File: src/logic/radio_packet_regs.vh
// constants for the radio packet handler: field encodings, seeds, fixed bytes
// assumes inclusion by radio_packet_handler.v only
`ifndef RADIO_PACKET_REGS_VH
`define RADIO_PACKET_REGS_VH

// length mode field encodings
`define LEN_FIXED 2'h0
`define LEN_VAR 2'h1
`define LEN_INF 2'h2
// sync mode values that double the sync word
`define SYNC_DBL_A 3'h3
`define SYNC_DBL_B 3'h7
// address check mode encodings
`define ADR_OFF 2'h0
`define ADR_ZERO 2'h2
`define ADR_BOTH 2'h3
`define ADR_BCAST0 8'h00
`define ADR_BCAST1 8'hFF
`define INF_ADR_MARK 8'hFF
// after-receive state value that stays in receive
`define AFTER_RX_STAY 2'h3
// fixed patterns and seeds
`define PREAMBLE_BYTE 8'hAA
`define PN9_SEED 9'h1FF
`define CRC_SEED 16'hFFFF
`define CRC_POLY 16'h8005
`define CRC_RESIDUE 16'h0000
`define CNT_MAX 8'hFF
// transmit states
`define TX_IDLE 3'h0
`define TX_PRE 3'h1
`define TX_SYNC 3'h2
`define TX_DATA 3'h3
`define TX_CRC 3'h4
`define TX_UNDER 3'h5
// receive states
`define RX_IDLE 3'h0
`define RX_HUNT 3'h1
`define RX_BODY 3'h2
`define RX_CRC 3'h3
`define RX_STAT1 3'h4
`define RX_STAT2 3'h5

`endif

File: src/logic/radio_packet_handler.v
// packet framer/deframer at byte level between FIFOs and the modem
// assumes one clock; all inputs come from logic on clk_sys; config changed only in idle
`timescale 1ns/1ps
`include "radio_packet_regs.vh"

module radio_packet_handler (
    input wire clk_sys,
    input wire reset_n,
    input wire tx_start,
    input wire rx_start,
    input wire radio_off,
    input wire tx_fifo_flush_command,
    input wire whitening_enable,
    input wire crc_enable,
    input wire crc_fail_flush,
    input wire status_append_enable,
    input wire [1:0] length_mode,
    input wire [1:0] address_check_mode,
    input wire [1:0] after_rx_state,
    input wire [2:0] sync_mode,
    input wire [7:0] preamble_bytes,
    input wire [7:0] sync_word_high,
    input wire [7:0] sync_word_low,
    input wire [7:0] packet_length_limit,
    input wire [7:0] node_address,
    input wire [7:0] rssi_value,
    input wire [6:0] link_quality_value,
    input wire [7:0] txf_data,
    input wire txf_empty,
    output reg txf_pop_r,
    output reg [7:0] mod_data_r,
    output reg mod_valid_r,
    input wire mod_ready,
    input wire rx_sync,
    input wire rx_valid,
    input wire [7:0] rx_data,
    output reg [7:0] rxf_data_r,
    output reg rxf_write_r,
    output reg rxf_flush_r,
    output reg tx_underflow_state_r,
    output reg tx_done_r,
    output reg rx_done_r,
    output reg rx_restart_r,
    output reg crc_ok_r
);

// ************************************************************
// whitening and CRC helpers
// ************************************************************
function [8:0] pn_adv;
    input [8:0] p;
    integer i;
    reg [8:0] q;
    begin
        q = p;
        for (i = 0; i < 8; i = i + 1) begin
            q = {q[0] ^ q[5], q[8:1]};
        end
        pn_adv = q;
    end
endfunction

function [7:0] pn_mask;
    input [8:0] p;
    integer i;
    reg [8:0] q;
    reg [7:0] m;
    begin
        q = p;
        m = 8'h00;
        for (i = 0; i < 8; i = i + 1) begin
            m[i] = q[0];
            q = {q[0] ^ q[5], q[8:1]};
        end
        pn_mask = m;
    end
endfunction

function [15:0] crc_byte;
    input [15:0] c;
    input [7:0] d;
    integer i;
    reg [15:0] q;
    begin
        q = c;
        for (i = 0; i < 8; i = i + 1) begin
            if (q[15] ^ d[7 - i]) begin
                q = {q[14:0], 1'b0} ^ `CRC_POLY;
            end else begin
                q = {q[14:0], 1'b0};
            end
        end
        crc_byte = q;
    end
endfunction

// ************************************************************
// transmit framer
// ************************************************************
reg [2:0] tx_st_r;
reg [7:0] pre_cnt_r;
reg [1:0] sidx_r;
reg [7:0] tx_cnt_r;
reg [7:0] tx_len_r;
reg tx_first_r;
reg [8:0] pn_tx_r;
reg [15:0] crc_tx_r;
reg [7:0] tail_r;
reg tail_v_r;
reg eng_valid;
reg [7:0] eng_data;

wire [7:0] tx_mask = whitening_enable ? pn_mask(pn_tx_r) : 8'h00;
wire push = eng_valid & ~tail_v_r;
wire dbl_sync = (sync_mode == `SYNC_DBL_A) || (sync_mode == `SYNC_DBL_B);
wire [7:0] tx_cnt_inc = tx_cnt_r + 8'h01;
wire [7:0] tx_target = (length_mode == `LEN_VAR) ? tx_len_r : packet_length_limit;
wire tx_end = (length_mode != `LEN_INF) && (tx_cnt_inc == tx_target);

always @* begin
    eng_valid = 1'b0;
    eng_data = `PREAMBLE_BYTE;
    case (tx_st_r)
        `TX_PRE: begin
            eng_valid = 1'b1;
        end
        `TX_SYNC: begin
            eng_valid = 1'b1;
            eng_data = sidx_r[0] ? sync_word_low : sync_word_high;
        end
        `TX_DATA: begin
            eng_valid = ~txf_empty & ~txf_pop_r;
            eng_data = txf_data ^ tx_mask;
        end
        `TX_CRC: begin
            eng_valid = 1'b1;
            eng_data = (sidx_r[0] ? crc_tx_r[7:0] : crc_tx_r[15:8]) ^ tx_mask;
        end
        default: begin
            eng_valid = 1'b0;
        end
    endcase
end

always @(posedge clk_sys or negedge reset_n) begin
    if (!reset_n) begin
        tx_st_r <= `TX_IDLE;
        pre_cnt_r <= 8'h00;
        sidx_r <= 2'h0;
        tx_cnt_r <= 8'h00;
        tx_len_r <= 8'h00;
        tx_first_r <= 1'b0;
        pn_tx_r <= `PN9_SEED;
        crc_tx_r <= `CRC_SEED;
        txf_pop_r <= 1'b0;
        tx_done_r <= 1'b0;
        tx_underflow_state_r <= 1'b0;
    end else begin
        txf_pop_r <= 1'b0;
        tx_done_r <= 1'b0;
        if (radio_off && tx_st_r != `TX_UNDER) begin
            tx_st_r <= `TX_IDLE;
        end else begin
            case (tx_st_r)
                `TX_IDLE: begin
                    if (tx_start) begin
                        tx_st_r <= `TX_PRE;
                        pre_cnt_r <= 8'h00;
                    end
                end
                `TX_PRE: begin
                    if (push) begin
                        if (pre_cnt_r != `CNT_MAX) begin
                            pre_cnt_r <= pre_cnt_r + 8'h01;
                        end
                        // an empty FIFO keeps the preamble going
                        if ({1'b0, pre_cnt_r} + 9'h001 >= {1'b0, preamble_bytes} && !txf_empty) begin
                            tx_st_r <= `TX_SYNC;
                            sidx_r <= 2'h0;
                        end
                    end
                end
                `TX_SYNC: begin
                    if (push) begin
                        sidx_r <= sidx_r + 2'h1;
                        if (sidx_r == (dbl_sync ? 2'h3 : 2'h1)) begin
                            tx_st_r <= `TX_DATA;
                            tx_cnt_r <= 8'h00;
                            tx_first_r <= (length_mode == `LEN_VAR);
                            pn_tx_r <= `PN9_SEED;
                            crc_tx_r <= `CRC_SEED;
                        end
                    end
                end
                `TX_DATA: begin
                    if (txf_empty && !txf_pop_r) begin
                        tx_st_r <= `TX_UNDER;
                        tx_underflow_state_r <= 1'b1;
                    end else if (push) begin
                        txf_pop_r <= 1'b1;
                        crc_tx_r <= crc_byte(crc_tx_r, txf_data);
                        pn_tx_r <= whitening_enable ? pn_adv(pn_tx_r) : pn_tx_r;
                        if (tx_first_r) begin
                            tx_len_r <= txf_data;
                            tx_first_r <= 1'b0;
                        end else begin
                            tx_cnt_r <= tx_cnt_inc;
                            if (tx_end) begin
                                sidx_r <= 2'h0;
                                if (crc_enable) begin
                                    tx_st_r <= `TX_CRC;
                                end else begin
                                    tx_st_r <= `TX_IDLE;
                                    tx_done_r <= 1'b1;
                                end
                            end
                        end
                    end
                end
                `TX_CRC: begin
                    if (push) begin
                        sidx_r <= sidx_r + 2'h1;
                        pn_tx_r <= whitening_enable ? pn_adv(pn_tx_r) : pn_tx_r;
                        if (sidx_r[0]) begin
                            tx_st_r <= `TX_IDLE;
                            tx_done_r <= 1'b1;
                        end
                    end
                end
                `TX_UNDER: begin
                    // further FIFO writes do not restart; only the flush does
                    if (tx_fifo_flush_command) begin
                        tx_st_r <= `TX_IDLE;
                        tx_underflow_state_r <= 1'b0;
                    end
                end
                default: begin
                    tx_st_r <= `TX_IDLE;
                end
            endcase
        end
    end
end

// ************************************************************
// two-entry buffer toward the modulator
// ************************************************************
// head is the output flop so a stall holds data without loss
always @(posedge clk_sys or negedge reset_n) begin
    if (!reset_n) begin
        mod_data_r <= 8'h00;
        mod_valid_r <= 1'b0;
        tail_r <= 8'h00;
        tail_v_r <= 1'b0;
    end else if (mod_valid_r && mod_ready) begin
        if (tail_v_r) begin
            mod_data_r <= tail_r;
            tail_v_r <= 1'b0;
        end else begin
            mod_valid_r <= push;
            mod_data_r <= eng_data;
        end
    end else if (push) begin
        if (!mod_valid_r) begin
            mod_data_r <= eng_data;
            mod_valid_r <= 1'b1;
        end else begin
            tail_r <= eng_data;
            tail_v_r <= 1'b1;
        end
    end
end

// ************************************************************
// receive deframer
// ************************************************************
reg [2:0] rx_st_r;
reg [7:0] rx_cnt_r;
reg [7:0] rx_len_r;
reg rx_first_r;
reg adr_pend_r;
reg crc_half_r;
reg [8:0] pn_rx_r;
reg [15:0] crc_rx_r;
reg [7:0] pend_r;
reg pend_v_r;

wire [7:0] rxd = rx_data ^ (whitening_enable ? pn_mask(pn_rx_r) : 8'h00);
wire [15:0] crc_rx_nxt = crc_byte(crc_rx_r, rxd);
wire [7:0] rx_cnt_inc = rx_cnt_r + 8'h01;
wire [7:0] rx_target = (length_mode == `LEN_VAR) ? rx_len_r : packet_length_limit;
wire rx_end = (length_mode != `LEN_INF) && (rx_cnt_inc == rx_target);
wire adr_match = (rxd == node_address) ||
    ((address_check_mode == `ADR_ZERO || address_check_mode == `ADR_BOTH) && rxd == `ADR_BCAST0) ||
    (address_check_mode == `ADR_BOTH && rxd == `ADR_BCAST1);
wire rx_next_hunt = (after_rx_state == `AFTER_RX_STAY);
wire crc_pass = (crc_rx_nxt == `CRC_RESIDUE);

always @(posedge clk_sys or negedge reset_n) begin
    if (!reset_n) begin
        rx_st_r <= `RX_IDLE;
        rx_cnt_r <= 8'h00;
        rx_len_r <= 8'h00;
        rx_first_r <= 1'b0;
        adr_pend_r <= 1'b0;
        crc_half_r <= 1'b0;
        pn_rx_r <= `PN9_SEED;
        crc_rx_r <= `CRC_SEED;
        pend_r <= 8'h00;
        pend_v_r <= 1'b0;
        rxf_data_r <= 8'h00;
        rxf_write_r <= 1'b0;
        rxf_flush_r <= 1'b0;
        rx_done_r <= 1'b0;
        rx_restart_r <= 1'b0;
        crc_ok_r <= 1'b1;
    end else begin
        rxf_write_r <= 1'b0;
        rxf_flush_r <= 1'b0;
        rx_done_r <= 1'b0;
        rx_restart_r <= 1'b0;
        if (pend_v_r) begin
            rxf_write_r <= 1'b1;
            rxf_data_r <= pend_r;
            pend_v_r <= 1'b0;
        end
        if (radio_off) begin
            rx_st_r <= `RX_IDLE;
        end else begin
            case (rx_st_r)
                `RX_IDLE: begin
                    if (rx_start) begin
                        rx_st_r <= `RX_HUNT;
                    end
                end
                `RX_HUNT: begin
                    if (rx_sync) begin
                        rx_st_r <= `RX_BODY;
                        rx_cnt_r <= 8'h00;
                        rx_first_r <= (length_mode == `LEN_VAR);
                        adr_pend_r <= (address_check_mode != `ADR_OFF);
                        crc_half_r <= 1'b0;
                        pn_rx_r <= `PN9_SEED;
                        crc_rx_r <= `CRC_SEED;
                    end
                end
                `RX_BODY: begin
                    if (rx_valid) begin
                        pn_rx_r <= whitening_enable ? pn_adv(pn_rx_r) : pn_rx_r;
                        crc_rx_r <= crc_rx_nxt;
                        if (rx_first_r) begin
                            rx_first_r <= 1'b0;
                            rx_len_r <= rxd;
                            if (rxd > packet_length_limit) begin
                                rx_st_r <= `RX_HUNT;
                                rx_restart_r <= 1'b1;
                            end else if (!adr_pend_r) begin
                                rxf_write_r <= 1'b1;
                                rxf_data_r <= rxd;
                            end
                        end else if (adr_pend_r && !adr_match) begin
                            rx_st_r <= `RX_HUNT;
                            rx_restart_r <= 1'b1;
                        end else begin
                            rx_cnt_r <= rx_cnt_inc;
                            adr_pend_r <= 1'b0;
                            rxf_write_r <= 1'b1;
                            // held length byte or marker goes first, address follows
                            if (adr_pend_r && length_mode == `LEN_VAR) begin
                                rxf_data_r <= rx_len_r;
                                pend_r <= rxd;
                                pend_v_r <= 1'b1;
                            end else if (adr_pend_r && length_mode == `LEN_INF) begin
                                rxf_data_r <= `INF_ADR_MARK;
                                pend_r <= rxd;
                                pend_v_r <= 1'b1;
                            end else begin
                                rxf_data_r <= rxd;
                            end
                            if (rx_end) begin
                                if (crc_enable) begin
                                    rx_st_r <= `RX_CRC;
                                end else begin
                                    crc_ok_r <= 1'b1;
                                    if (status_append_enable) begin
                                        rx_st_r <= `RX_STAT1;
                                    end else begin
                                        rx_st_r <= rx_next_hunt ? `RX_HUNT : `RX_IDLE;
                                        rx_done_r <= 1'b1;
                                    end
                                end
                            end
                        end
                    end
                end
                `RX_CRC: begin
                    if (rx_valid) begin
                        pn_rx_r <= whitening_enable ? pn_adv(pn_rx_r) : pn_rx_r;
                        crc_rx_r <= crc_rx_nxt;
                        crc_half_r <= 1'b1;
                        if (crc_half_r) begin
                            crc_ok_r <= crc_pass;
                            if (!crc_pass && crc_fail_flush) begin
                                rxf_flush_r <= 1'b1;
                                rx_st_r <= rx_next_hunt ? `RX_HUNT : `RX_IDLE;
                                rx_done_r <= 1'b1;
                            end else if (status_append_enable) begin
                                rx_st_r <= `RX_STAT1;
                            end else begin
                                rx_st_r <= rx_next_hunt ? `RX_HUNT : `RX_IDLE;
                                rx_done_r <= 1'b1;
                            end
                        end
                    end
                end
                `RX_STAT1: begin
                    if (!pend_v_r) begin
                        rxf_write_r <= 1'b1;
                        rxf_data_r <= rssi_value;
                        rx_st_r <= `RX_STAT2;
                    end
                end
                `RX_STAT2: begin
                    rxf_write_r <= 1'b1;
                    rxf_data_r <= {crc_ok_r, link_quality_value};
                    rx_st_r <= rx_next_hunt ? `RX_HUNT : `RX_IDLE;
                    rx_done_r <= 1'b1;
                end
                default: begin
                    rx_st_r <= `RX_IDLE;
                end
            endcase
        end
    end
end

endmodule

File: config.mk
export PLATFORM = sky130hd
export DESIGN_NAME = radio_packet_handler
export DESIGN_NICKNAME = d
export VERILOG_FILES = /design/src/logic/radio_packet_handler.v
export VERILOG_INCLUDE_DIRS = /design/src /design/src/logic
export SDC_FILE = /design/constraint.sdc
export NUM_CORES = 1
export LEC_CHECK = 0
export ABC_CLOCK_PERIOD_IN_PS = 3370
export BUFFER_PORTS_ARGS = -buffer_cell sky130_fd_sc_hd__buf_2
export CAP_MARGIN = 10
export CORE_ASPECT_RATIO = 2
export CORE_UTILIZATION = 42
export DETAILED_ROUTE_END_ITERATION = 8
export SYNTH_ARGS = -nofsm -noshare
export SYNTH_HDL_FRONTEND = slang
export SYNTH_SLANG_ARGS = --single-unit
File: constraint.sdc
create_clock -name clk_sys -period 3.37 [get_ports clk_sys]
set_input_delay 0.1685 -clock clk_sys [delete_from_list [all_inputs] [get_ports clk_sys]]
set_output_delay 0.1685 -clock clk_sys [all_outputs]
set_load 0.005 [all_outputs]
# Yosys cells after proc, flatten, opt, wreduce, memory -nomap -nowiden
# Index checks and enable logic that the tools add are counted.
[op_classes]
add_sub_neg = 5
order_cmp = 2
eq_ne = 69
mux = 226
bitwise = 62
reduce_logical = 61
[ops]
columns = ["op", "count"]
rows = [
  ["16-bit two-way mux", 50],
  ["8-bit two-way mux", 34],
  ["3-bit two-way mux", 28],
  ["1-bit two-way mux", 76],
  ["9-bit two-way mux", 8],
  ["16-bit case mux with 2 select lines", 2],
  ["3-bit NOT", 16],
  ["8-bit case mux with 2 select lines", 3],
  ["8-bit case mux with 3 select lines", 2],
  ["3-bit != test, second input constant", 15],
  ["2-bit != test, second input constant", 22],
  ["3-bit case mux with 6 select lines", 2],
  ["1-bit bitwise XOR", 32],
  ["9-bit case mux with 3 select lines", 1],
  ["8-bit by 1-bit adder with 8-bit output, second input constant", 3],
  ["8-bit == test", 3],
  ["8-bit bitwise XOR", 3],
  ["2-bit nonzero test", 11],
  ["4-bit AND reduction", 5],
  ["5-bit AND reduction", 4],
  ["9-bit case mux with 2 select lines", 1],
  ["6-bit AND reduction", 3],
  ["9-bit AND reduction", 2],
  ["16-bit zero test", 1],
  ["other kinds (34)", 98],
]
[totals]
regBits = 145
inputBits = 94
output_inout_bits = 25
wordCells = 456

# Longest topological paths before layout
[depth]
ltp_word = 49
depth_mapped = 13
mapped_depth_nobuf = 12

# Worst setup path before layout
# Ideal clock, no wire load.
[synth_timing]
path_kind = "register to register"
start = "reg pn_rx_r[6]"
end = "reg rxf_data_r[6]"
setup_ns = 0.082
t_arrival_ns = 2.819
t_required_ns = 3.288
setup_slack_ns = 0.470
path_stages_with_launch = 13
path_buffers = 1
period_less_slack_ns = 2.900
path_cell_list = "dfstp_2 > clkbuf_1 > nand2_1 > xnor2_1 > ha_1 > a21o_1 > nand2_1 > nand3b_1 > o21ai_0 > nand2_1 > a21boi_1 > o21ai_0 > a31oi_1"
[synth_via]
elab_chain_len = 13
word_cells_on_any_way = 21
cone_classes = "1 x order compare; 2 x eq/ne; 10 x mux; 1 x bitwise; 7 x reduce/logical"
[synth_rtl]
columns = ["element", "line_no", "rtl"]
rows = [
  ["from (decl)", "radio_packet_handler.v:283", "reg [8:0] pn_rx_r;"],
  ["from (signal assigned)", "radio_packet_handler.v:307", "pn_rx_r <= `PN9_SEED;"],
  ["from (signal assigned)", "radio_packet_handler.v:343", "pn_rx_r <= `PN9_SEED;"],
  ["from (signal assigned)", "radio_packet_handler.v:349", "pn_rx_r <= whitening_enable ? pn_adv(pn_rx_r) : pn_rx_r;"],
  ["8-bit two-way mux *", "radio_packet_handler.v:288", "wire [7:0] rxd = rx_data ^ (whitening_enable ? pn_mask(pn_rx_r) : 8'h00);"],
  ["8-bit bitwise XOR *", "radio_packet_handler.v:288", ""],
  ["via rxd[6]", "radio_packet_handler.v:288", ""],
  ["parallel branches: the longest is 7 deep, another holds 8-bit greater-than comparator", "-", ""],
  ["8-bit two-way mux *", "radio_packet_handler.v:351", "if (rx_first_r) begin"],
  ["8-bit two-way mux *", "radio_packet_handler.v:348", "if (rx_valid) begin"],
  ["8-bit case mux with 3 select lines *", "radio_packet_handler.v:330", "case (rx_st_r)"],
  ["8-bit two-way mux *", "radio_packet_handler.v:327", "if (radio_off) begin"],
  ["to (signal assigned)", "radio_packet_handler.v:324", "rxf_data_r <= pend_r;"],
  ["to (signal assigned)", "radio_packet_handler.v:359", "rxf_data_r <= rxd;"],
  ["to (signal assigned)", "radio_packet_handler.v:370", "rxf_data_r <= rx_len_r;"],
  ["to (decl)", "radio_packet_handler.v:37", "output reg [7:0] rxf_data_r,"],
]
# Mark *: on every way through the listed nets, which the timed path passes.
# A chain may end at the register's enable or synchronous reset.

# Worst setup path in the final report
[layout_timing]
start = "reg pn_rx_r[2]"
end = "reg rxf_data_r[1]"
# Same word-level chain as after synthesis.

==> impl_metrics.tcl <==
set metrics [dict create \
    cp_max_fo 9 \
    antenna_left 0 \
    rsz0062_at_grt "no" \
    core_area_um2 22800 \
    ys_ff_latch 145 \
    fillers 2226 \
    synth_compound_gate_area_share 0.194 \
    fin_worst_skew_ns 0.00967 \
    synth_flop_cell "dfrtp_1" \
    dieArea_um2 24100 \
    end_kind "flop" \
    cts_buffers 17 \
    synth_cell_types 76 \
    grt_pass1_wl_um 44300 \
    maxCapViolCount 0 \
    wl_per_cell_um 18.4 \
    netlist_area_um2 9830 \
    drc 0 \
    crit_type "reg -> reg" \
    tightest_slew_ns 1.04 \
    synth_edf_count 0 \
    clk_path_buf_depth 2 \
    nNetsFinal 1337 \
    synth_top_family_by_area "compound AO/OA/AOI/OAI gates" \
    setup_tns_ns 0 \
    drive_gt1_frac 0.228 \
    leakagePower_nw 5.13 \
    min_period_ns 3.05 \
    dpl_cell_area_um2 10800 \
    syn_area_per_cell_um2 8.90 \
    hold_path_class "in -> reg" \
    start_kind "flop" \
    yosys-mux-area-fraction 0.0726 \
    gp_congestion 0.833 \
    wl_um 28000 \
    final_util 0.507 \
    synthSimpleGateAreaFrac 0.178 \
    die_y_um 218 \
    hold_buffers 6 \
    die_w_um 110 \
    crit_path_max_incr_delay_ns 0.62 \
    clkLatencyLatePin_ns 0.45 \
    crit_path_cell_trace "nand2_1 > xnor2_1 > ha_1 > nand3_1 > o21bai_1 > a21oi_1 > o21ai_0 > buf_4 > nand2_1 > a21boi_1 > buf_4 > o31ai_1 > a21oi_1" \
    status "finished clean" \
    cts_tree "done" \
    timing.fmax_mhz 328 \
    powerDensity_nw_per_um2 798 \
    clk_pin_slew_ns 0.07 \
    antenna_found_initial 3 \
    cts_setup_buffers 0 \
    syn_nets 1218 \
    ys_seq_area_frac 0.375 \
    hold_viol 0 \
    ir_worst_vdd_mv 0.477 \
    arrival_ns 3.41 \
    cts.sinks 145 \
    fin_crit_sh 0.904 \
    grt_pass1_vias 8556 \
    dr.pass1.iters 5 \
    slew_violations 0 \
    grt_use_total 0.246 \
    via_count 8501 \
    power_mw 9.23 \
    syn_inst 1105 \
    critPathRequiredTime_ns 3.73 \
    setup_viol 0 \
    start_util 0.431 \
    area_growth_pct 17.6 \
    grt_max_degree 69 \
    design_area_um2 11600 \
    overflow 0 \
    yosys.area_share.xor_xnor 0.117 \
    drt_iter0_drc 352 \
    synthArstFlopShare 1.00 \
    slew-limit-headroom 0.305 \
    top_level_ports 119 \
    yosysWarnings 0 \
    io_buffer_count 117 \
    clockRootBuffer "clkbuf_16" \
    critPathSlowestCell "dfstp_2" \
    post_synth_fa_ha_maj_area_fraction 0.0242 \
    cts_resized 0 \
    dp_hpwl_um 21800 \
    routed_via_density 5.60 \
    h-tree-depth 4 \
    row_count 78 \
]
## per-stage QoR
step	std cells	setup WS (ns)	hold WS [ns]
6_report	1519	0.324	0.0306
2_1_floorplan	1105	0.470	-0.127
3_3_place_gp	1479	0.303	0.169
4_1_cts	1517	0.317	0.00536
3_5_place_dp	1479	0.238	0.172
5_1_grt	1518	0.117	0.0246
## path summary, 6_finish.rpt
kind	cells past startpoint	to	startpoint	slack, ns
setup / recovery	13	rxf_data_r[1]	pn_rx_r[2]	0.32
hold / removal	2	tx_len_r[7]	txf_data[7]	0.03
setup reg to reg	13	rxf_data_r[1]	pn_rx_r[2]	0.32
hold reg to reg	2	mod_data_r[5]	mod_data_r[5]	0.48
max in group asynchronous	3	pn_tx_r[0]	reset_n	2.30
min in group asynchronous	2	rx_st_r[0]	reset_n	0.25
## Yosys cell counts (9+ instances only)
| library cell | instances | share of area |
|---|---|---|
| a21o_1 | 9 | 0.0069 |
| a21oi_1 | 79 | 0.040 |
| a31oi_1 | 14 | 0.0089 |
| and3_1 | 10 | 0.0064 |
| buf_2 | 9 | 0.0046 |
| clkbuf_1 | 47 | 0.018 |
| dfrtp_1 | 94 | 0.24 |
| dfstp_2 | 51 | 0.14 |
| ha_1 | 19 | 0.024 |
| inv_1 | 36 | 0.014 |
| mux2_2 | 35 | 0.040 |
| mux2i_1 | 32 | 0.033 |
| nand2_1 | 115 | 0.044 |
| nand2b_1 | 28 | 0.018 |
| nand3_1 | 34 | 0.017 |
| nand4_1 | 12 | 0.0076 |
| nor2_1 | 97 | 0.037 |
| nor2b_1 | 19 | 0.012 |
| nor3_1 | 15 | 0.0076 |
| o21ai_0 | 80 | 0.041 |
| o221ai_1 | 11 | 0.0098 |
| o22a_1 | 15 | 0.013 |
| o22ai_1 | 12 | 0.0076 |
| o31ai_1 | 17 | 0.013 |
| xnor2_1 | 64 | 0.057 |
| xor2_1 | 41 | 0.037 |
## area by class of cell
| cell class | count | area, µm² | share of cell area |
|---|---|---|---|
| diodes | 2 | 5.00 | 0.000433 |
| clock inverters | 12 | 204 | 0.0176 |
| well taps | 280 | 350 | 0.0303 |
| multi-input cells | 864 | 5770 | 0.499 |
| flip-flops and latches | 145 | 3690 | 0.319 |
| inverters | 36 | 135 | 0.0117 |
| repair buffers | 160 | 942 | 0.0814 |
| clock buffers | 20 | 467 | 0.0403 |
## layer usage
layer	track usage	share of wire	routed length, µm
met3	0.0540	0.045	1250
met5	0	0.00029	8
met1	0.244	0.36	10100
met2	0.462	0.55	15500
met4	0.125	0.040	1120
## layout by cell type, fill, tap and decap left out, types with 19 or more instances in the layout
cell and n:
a21oi_1 79, buf_2 116, buf_4 36, dfrtp_1 94, dfstp_2 51, ha_1 19
inv_1 36, mux2_2 35, mux2i_1 32, nand2_1 115, nand2b_1 28, nand3_1 34
nor2_1 97, nor2b_1 19, o21ai_0 80, xnor2_1 64, xor2_1 41
## flip-flops by register name (all words and copies together), names as in the netlist, 2 cells and up
| register | flops |
|---|---|
| crc_tx_r | 16 |
| pn_tx_r | 9 |
| tx_cnt_r | 8 |
| tail_r | 8 |
| pend_r | 8 |
| rx_cnt_r | 8 |
| tx_len_r | 8 |
| crc_rx_r | 16 |
| rx_st_r | 3 |
| sidx_r | 2 |
| rx_len_r | 8 |
| pn_rx_r | 9 |
| tx_st_r | 3 |
| rxf_data_r | 8 |
| pre_cnt_r | 8 |
| mod_data_r | 8 |
## critical path, delay by kind of cell (launching register included)
family                     cells  cell delay, ns
xor gates and xnor gates       1            0.47
and+or+nand+nor                3            0.26
AOI/OAI and AO/OA              6            0.89
adders and majority gates      1            0.34
buffers and inverters          2            0.39
DFF                            1            0.62
## kinds of logic after synthesis
logic type	count (synthesis)
compound gates	299
flops	145
xor+xnor	115
buf+inv	96
simple gates	364
mux	67
fa+ha+maj	19
## where the power goes
group	internal (mW)	switching [mW]
Clock	1.37	0.804
Sequential	2.44	0.590
Combinational	1.83	2.19
(Power assumes the default switching activity.)
